## src/core/asr_pkg.sv

```systemverilog
package asr_pkg;
  localparam int ADDR_W = 18;
  localparam int DATA_W = 8;
  localparam int CLK_PERIOD_NS = 20;
  // Access and write timing of the memory, in ns
  localparam int T_RC_NS = 45;
  localparam int T_AA_NS = 45;
  localparam int T_PWE_NS = 35;
  localparam int T_SD_NS = 25;
  localparam int T_HZOE_NS = 18;
  // Least times round up to whole cycles
  localparam int RD_WAIT_CYC = (T_AA_NS + CLK_PERIOD_NS - 1) / CLK_PERIOD_NS + 1;
  localparam int WR_PULSE_CYC = (T_PWE_NS + CLK_PERIOD_NS - 1) / CLK_PERIOD_NS;
  localparam int TURN_CYC = (T_HZOE_NS + CLK_PERIOD_NS - 1) / CLK_PERIOD_NS;
  localparam int CNT_W = 4;
  localparam logic [CNT_W-1:0] CNT_ZERO = 4'h0;
  localparam logic [DATA_W-1:0] DATA_RST = 8'h00;
  localparam logic [ADDR_W-1:0] ADDR_RST = 18'h00000;
endpackage : asr_pkg

```

## src/core/asr_tmr_if.sv

```systemverilog
`timescale 1ns/1ns
`default_nettype none
interface asr_tmr_if;
  import asr_pkg::*;
  logic load;
  logic [CNT_W-1:0] count;
  logic done;
  modport ctl (output load, output count, input done);
  modport tmr (input load, input count, output done);
endinterface : asr_tmr_if
`default_nettype wire

```

## src/core/asr_host.sv

```systemverilog
// Overview of operation
// - Read: select, output enable low, write high.
// - Either strobe rising ends the write.
// - Data setup, hold around terminating edge.
// - Host drives bus only when memory silent.
// - Address valid before chip select falls.
// - Write strobe stays high during reads.
`timescale 1ns/1ns
`default_nettype none
module asr_host
  import asr_pkg::*;
(
  input wire logic i_clk_sys,
  input wire logic i_nrst,
  input wire logic i_req,
  input wire logic i_wr,
  input wire logic [ADDR_W-1:0] i_addr,
  input wire logic [DATA_W-1:0] i_wdata,
  output logic o_ready,
  output logic o_rvalid,
  output logic [DATA_W-1:0] o_rdata,
  output logic [ADDR_W-1:0] o_mem_addr,
  output logic o_mem_cs_n,
  output logic o_mem_we_n,
  output logic o_mem_oe_n,
  output logic [DATA_W-1:0] o_mem_dq,
  output logic o_mem_dq_oe_n,
  input wire logic [DATA_W-1:0] i_mem_dq
);
  typedef enum logic [5:0] {
    ST_IDLE = 6'h01,
    ST_SETUP = 6'h02,
    ST_RD = 6'h04,
    ST_WR = 6'h08,
    ST_END = 6'h10,
    ST_TURN = 6'h20
  } asr_st_t;

  asr_st_t st_ff, nxt_st;
  logic wr_ff;
  logic [ADDR_W-1:0] addr_ff;
  logic [DATA_W-1:0] wdata_ff, rdata_ff, dq_s1_ff, dq_s2_ff;
  logic rvalid_ff, cs_n_ff, we_n_ff, oe_n_ff, dq_oe_n_ff;

  asr_tmr_if tif ();
  asr_timer u_timer (.i_clk_sys(i_clk_sys), .i_nrst(i_nrst), .tif(tif));

  wire logic accept = (st_ff == ST_IDLE) && i_req;
  wire logic rd_done = (st_ff == ST_RD) && tif.done;
  wire logic wr_done = (st_ff == ST_WR) && tif.done;
  assign o_ready = (st_ff == ST_IDLE);

  // Timer load: read access, write pulse, then bus turnaround for output disable time (T_HZOE_NS)
  assign tif.load = (st_ff == ST_SETUP) || (st_ff == ST_END);
  assign tif.count = (st_ff == ST_SETUP) ? (wr_ff ? CNT_W'(WR_PULSE_CYC - 1)
                                                  : CNT_W'(RD_WAIT_CYC - 1))
                                         : CNT_W'(TURN_CYC - 1);

  always_comb begin
    nxt_st = st_ff;
    case (st_ff)
      ST_IDLE: if (i_req) nxt_st = ST_SETUP;
      ST_SETUP: nxt_st = wr_ff ? ST_WR : ST_RD;
      ST_RD: if (tif.done) nxt_st = ST_END;
      ST_WR: if (tif.done) nxt_st = ST_END;
      ST_END: nxt_st = ST_TURN;
      ST_TURN: if (tif.done) nxt_st = ST_IDLE;
      default: nxt_st = ST_IDLE;
    endcase
  end

  // Strobe levels per state; address presented in SETUP before select falls
  wire logic nxt_cs_n = !((nxt_st == ST_RD) || (nxt_st == ST_WR));
  wire logic nxt_we_n = !(nxt_st == ST_WR);
  wire logic nxt_oe_n = !(nxt_st == ST_RD);
  // Data driven only during write pulse and the cycle after its end, for hold
  wire logic nxt_dq_oe_n = !((nxt_st == ST_WR) || (nxt_st == ST_END && wr_ff));

  always_ff @(posedge i_clk_sys or negedge i_nrst) begin
    if (!i_nrst) begin
      st_ff <= ST_IDLE;
      cs_n_ff <= 1'b1;
      we_n_ff <= 1'b1;
      oe_n_ff <= 1'b1;
      dq_oe_n_ff <= 1'b1;
    end else begin
      st_ff <= nxt_st;
      cs_n_ff <= nxt_cs_n;
      we_n_ff <= nxt_we_n;
      oe_n_ff <= nxt_oe_n;
      dq_oe_n_ff <= nxt_dq_oe_n;
    end
  end

  // Address and data held for the whole access
  always_ff @(posedge i_clk_sys or negedge i_nrst) begin
    if (!i_nrst) begin
      wr_ff <= 1'b0;
      addr_ff <= ADDR_RST;
      wdata_ff <= DATA_RST;
    end else if (accept) begin
      wr_ff <= i_wr;
      addr_ff <= i_addr;
      wdata_ff <= i_wdata;
    end
  end

  // Bus pins come from outside; two stages before use
  always_ff @(posedge i_clk_sys or negedge i_nrst) begin
    if (!i_nrst) begin
      dq_s1_ff <= DATA_RST;
      dq_s2_ff <= DATA_RST;
    end else begin
      dq_s1_ff <= i_mem_dq;
      dq_s2_ff <= dq_s1_ff;
    end
  end

  // Sync delay is covered by one extra read cycle: sample after strobes drop
  logic cap_ff;
  always_ff @(posedge i_clk_sys or negedge i_nrst) begin
    if (!i_nrst) begin
      cap_ff <= 1'b0;
      rdata_ff <= DATA_RST;
      rvalid_ff <= 1'b0;
    end else begin
      cap_ff <= rd_done;
      rvalid_ff <= cap_ff;
      if (cap_ff) rdata_ff <= dq_s2_ff;
    end
  end

  assign o_mem_addr = addr_ff;
  assign o_mem_cs_n = cs_n_ff;
  assign o_mem_we_n = we_n_ff;
  assign o_mem_oe_n = oe_n_ff;
  assign o_mem_dq = wdata_ff;
  assign o_mem_dq_oe_n = dq_oe_n_ff;
  assign o_rdata = rdata_ff;
  assign o_rvalid = rvalid_ff;

  chk_rd_we_high: assert property (@(posedge i_clk_sys) disable iff (!i_nrst)
    !o_mem_oe_n |-> o_mem_we_n) else $error("write strobe low during read");
  chk_wr_oe_high: assert property (@(posedge i_clk_sys) disable iff (!i_nrst)
    !o_mem_we_n |-> o_mem_oe_n && !o_mem_cs_n) else $error("output enable low in write");
  chk_no_contend: assert property (@(posedge i_clk_sys) disable iff (!i_nrst)
    !o_mem_dq_oe_n |-> o_mem_oe_n) else $error("bus driven while memory may drive");
  chk_addr_stable: assert property (@(posedge i_clk_sys) disable iff (!i_nrst)
    !o_mem_cs_n && $past(!o_mem_cs_n) |-> $stable(o_mem_addr)) else $error("address moved");
  chk_addr_before: assert property (@(posedge i_clk_sys) disable iff (!i_nrst)
    $fell(o_mem_cs_n) |-> $stable(o_mem_addr)) else $error("address changed at select");
  chk_wr_pulse: assert property (@(posedge i_clk_sys) disable iff (!i_nrst)
    $fell(o_mem_we_n) |-> !o_mem_we_n [*2] ##1 o_mem_we_n) else $error("write pulse length");
  chk_data_hold: assert property (@(posedge i_clk_sys) disable iff (!i_nrst)
    $rose(o_mem_we_n) |-> !o_mem_dq_oe_n && $stable(o_mem_dq)) else $error("no data hold");
  chk_rd_length: assert property (@(posedge i_clk_sys) disable iff (!i_nrst)
    $fell(o_mem_oe_n) |-> !o_mem_oe_n [*4] ##1 o_mem_oe_n) else $error("read length");
  chk_rvalid_time: assert property (@(posedge i_clk_sys) disable iff (!i_nrst)
    $rose(o_mem_oe_n) |-> ##1 o_rvalid) else $error("read data late");
  chk_cs_standby: assert property (@(posedge i_clk_sys) disable iff (!i_nrst)
    o_mem_cs_n |-> o_mem_we_n && o_mem_oe_n) else $error("strobe active while deselected");
endmodule : asr_host
`default_nettype wire

```

## src/core/asr_timer.sv

```systemverilog
`timescale 1ns/1ns
`default_nettype none
module asr_timer
  import asr_pkg::*;
(
  input wire logic i_clk_sys,
  input wire logic i_nrst,
  asr_tmr_if.tmr tif
);
  logic [CNT_W-1:0] cnt_ff;
  wire logic [CNT_W-1:0] nxt_cnt = tif.load ? tif.count :
                                   (cnt_ff != CNT_ZERO) ? cnt_ff - 4'h1 : CNT_ZERO;
  assign tif.done = (cnt_ff == CNT_ZERO) && !tif.load;
  always_ff @(posedge i_clk_sys or negedge i_nrst) begin
    if (!i_nrst) cnt_ff <= CNT_ZERO;
    else cnt_ff <= nxt_cnt;
  end
endmodule : asr_timer
`default_nettype wire

```

## config.mk

```make
export PLATFORM = sky130hd
export DESIGN_NAME = asr_host
export DESIGN_NICKNAME = d
export VERILOG_FILES = /design/src/core/asr_pkg.sv /design/src/core/asr_tmr_if.sv /design/src/core/asr_host.sv /design/src/core/asr_timer.sv
export SDC_FILE = /design/constraint.sdc
export NUM_CORES = 1
export LEC_CHECK = 0
export BUFFER_PORTS_ARGS = -buffer_cell sky130_fd_sc_hd__buf_2
export CAP_MARGIN = 20
export CORE_MARGIN = 3
export CORE_UTILIZATION = 46
export DETAILED_ROUTE_END_ITERATION = 6
export PLACE_DENSITY = 0.84
export SYNTH_ARGS = -nofsm -noshare
export SYNTH_HDL_FRONTEND = slang
export SYNTH_SLANG_ARGS = --single-unit
```

## constraint.sdc

```tcl
create_clock -name i_clk_sys -period 1.8 [get_ports i_clk_sys]
set_clock_uncertainty 0.05 [all_clocks]
set_input_delay 0.09 -clock i_clk_sys [delete_from_list [all_inputs] [get_ports i_clk_sys]]
set_output_delay 0.09 -clock i_clk_sys [all_outputs]
set_load 0.03 [all_outputs]
```

==> metrics <==
status=complete, no violations; Post-synth top flop=dfrtp_1; Slew Limit Fails=0; Sequential Power Share=0.344; share of post-route cells with drive strength above 1=0.513; Worst Reg2Reg Path Length in Cells=5; ys async rst share=1.00; Max Fclk=577 MHz; Core Area=0.00530 mm2; maximum vdd ir drop=1200 uV; Setup-failing EPs final=0; most frequent cells in the layout=76 x buf_2, 61 x dfrtp_1, 37 x dlygate4sd3_1; CP Capture Type=output port; relative slew slack=0.753; initial core utilization=0.496; Die Y-Extent=81.6 um; largest family of logic cells by synthesized area=multiplexers; Cell variety after synth=38; leakage=0.00186 uW; via count=1,817; fin nets=roughly 330; complex-gate fraction of the synthesized area=0.0523; Synth Area in Adders=0; CTS clk-pin slew, worst paths=70 ps; Pre-antenna DRT Iters=4; Slowest cell on crit path=dfrtp_1; number of setup buffers added after CTS=0; syn_area_per_cell=15.7 um2; switching part of the total=0.392; Tot GR Track Use=0.177; Synth Net Count=206; placed insts=316; worst skew pair latency=330 ps; GRT overflow=0; final core occ=0.701; TritonCTS Buffers=9; CTS tree=done; drt drc=0; WHS=approximately 260 ps; placed instance area=0.00310 mm2; # IOs=78; filler cell count=~350; R2R Path End=st_ff[3]; synthesis-stage register bit count=67; wire per inst=roughly 15 um; Yosys warnings=0; CP Class=reg -> out; clock network power share=0.194; sw power=2690 uW; post-synthesis simple-gate area fraction=0.0752; 1st-iter DRT viols=58; commonest non-fill, non-tap cell in the layout=buf_2; pwr/cell area=~1800 mW/mm2; final instance area=0.00371 mm2; Logic pwr share=0.462; Internal=4170 uW; CTS H-tree depth=3; RSZ-0062 raised after global routing=true; Post-DRT Antenna Nets=0; Min-Delay Path Class=in -> async; Layout Cells excl Fill=370; mux contribution to synthesized area=0.177; first-pass GRT wire length=8730 um; Hold Vio Cnt, Final=0; GPL Wtd Cong=about 0.94; DPL Wire Length=3290 um; post-synthesis sequential area ratio=0.640; cells after synthesis=168; die width=81.6 um; final worst path period share=0.964; CTS Sinks=67; Port Buffer Count=77; Reg2Reg Setup Slack=70 ps; CTS Root Cell=clkbuf_8; # rows=26; crit-path max FO=4; full die area=0.00666 mm2; startpoint types=flip-flop; max_cap viols=0; Tmin final=roughly 1700 ps; maximum clock path buffer count=2; Routed WL=approximately 5600 um; crit path DAT=around 1600 ps; critical path cell sequence=nor4_4 > nand3b_4 > inv_6 > clkbuf_4; initial antenna violation count=0; Vias per Instance=4.91; worst endpoint required time=~1700 ps; EDFF count, synth=0; Antenna diodes=0; FF-to-FF Start=st_ff[2]; Post-Syn Area=0.00263 mm2; Syn-to-layout area delta=41.2%; post-synthesis xor/xnor area fraction=0.0133; largest net degree at the start of global routing=68; vias in the first global route=approximately 1,900; actual slew at the worst max-slew pin=roughly 370 ps; max incr delay on CP=430 ps
## cell families (layout without fill, tap and decap cells)
logic type             count (synthesis)  after routing
AO/OA/AOI/OAI                         20             20
XOR/XNOR                               4              4
buffers and inverters                 15            146
flip-flops                            67             67
multiplexers                          35             35
AND/OR/NAND/NOR                       27             28
## sequential cells by signal (all words and copies together) (netlist names)
register,flops
cap_ff,1
dq_s1_ff,8
dq_s2_ff,8
o_mem_addr,18
o_mem_cs_n,1
o_mem_dq,8
o_mem_dq_oe_n,1
o_mem_oe_n,1
o_mem_we_n,1
o_rdata,8
o_rvalid,1
st_ff,6
u_timer.cnt_ff,4
wr_ff,1
## power groups by stage
stage                     registers (uW)  logic [uW]  clock network, uW
final                               2360        3170               1330
after global routing                2430        3350               1440
after CTS                           2350        3070               1370
after detailed placement            2360        3010                  0
after global placement              2350        2940                  0
after floorplan                     3170        1500                  0
## cell type report
class / instances / area [um2] / share of cell area
Clock inverter: 7 / 92.6 / 0.0249
Clock buffer: 9 / 124 / 0.0333
Tap cell: 70 / 87.6 / 0.0236
Timing Repair Buffer: 122 / 831 / 0.224
Inverter: 8 / 35.0 / 0.00943
Sequential cell: 67 / 1680 / 0.453
Multi-Input combinational cell: 87 / 861 / 0.232
## through the flow
stage	worst slack, ps	TNS [ps]	total power [uW]
floorplan	13.4	0	4660
global placement	60.6	0	5290
detailed placement	8.78	0	5370
CTS	12.2	0	6790
global route	-0.632	-0.632	7230
finish	65.6	0	6860
## worst max-delay path by stage
stage	startpoint	endpoint	slack [ps]	cells past startpoint
2_1_floorplan	st_ff[2]	o_mem_addr[10]	10	7
3_3_place_gp	st_ff[2]	o_mem_addr[17]	60	5
3_5_place_dp	st_ff[2]	o_mem_addr[10]	9	5
4_1_cts	st_ff[2]	st_ff[0]	10	5
5_1_grt	st_ff[4]	o_ready	-0.6	4
6_report	st_ff[3]	o_ready	70	4
## per-layer routing
| layer | vias to the layer above | global-route usage | part of all wire |
|---|---|---|---|
| li1 | 838 | - | - |
| met1 | 892 | 0.211 | 0.41 |
| met2 | 78 | 0.295 | 0.51 |
| met3 | 9 | 0.0746 | 0.075 |
| met4 | 0 | 0.0515 | 0.011 |
| met5 | - | 0 | 0 |
## timing repair
item                                    in CTS  in global routing
gates resized for setup                      0                  5
hold endpoints to repair                   103                  0
endpoints found under the setup margin       3                 18
pin swaps                                    1                  0
cloned                                       0                  1
hold buffers                                37                  0
## critical path, delay by kind of cell (launching register included)
kind	cells	cell delay (ps)
and+or+nand+nor	2	510
DFF	1	430
buffers and inverters	2	320
## cells in the mapped netlist, types with 2 or more instances
cell type	count	area, um2
buf_12	2	40.0
a211oi_1	2	15.0
o211ai_1	2	15.0
nor2_1	7	26.3
dfrtp_1	62	1550
buf_6	2	22.5
a22oi_1	2	15.0
nand3_1	3	15.0
o31ai_1	2	15.0
o21ai_0	4	20.0
mux2_2	16	180
o21a_1	2	15.0
nand2_1	3	11.3
xnor2_1	2	17.5
mux2_4	19	285
dfstp_2	5	131
xor2_1	2	17.5
nor3_1	3	15.0
a21oi_1	2	10.0
inv_1	7	26.3
buf_2	2	10.0
No activity file was read; power rests on OpenSTA's default activity.
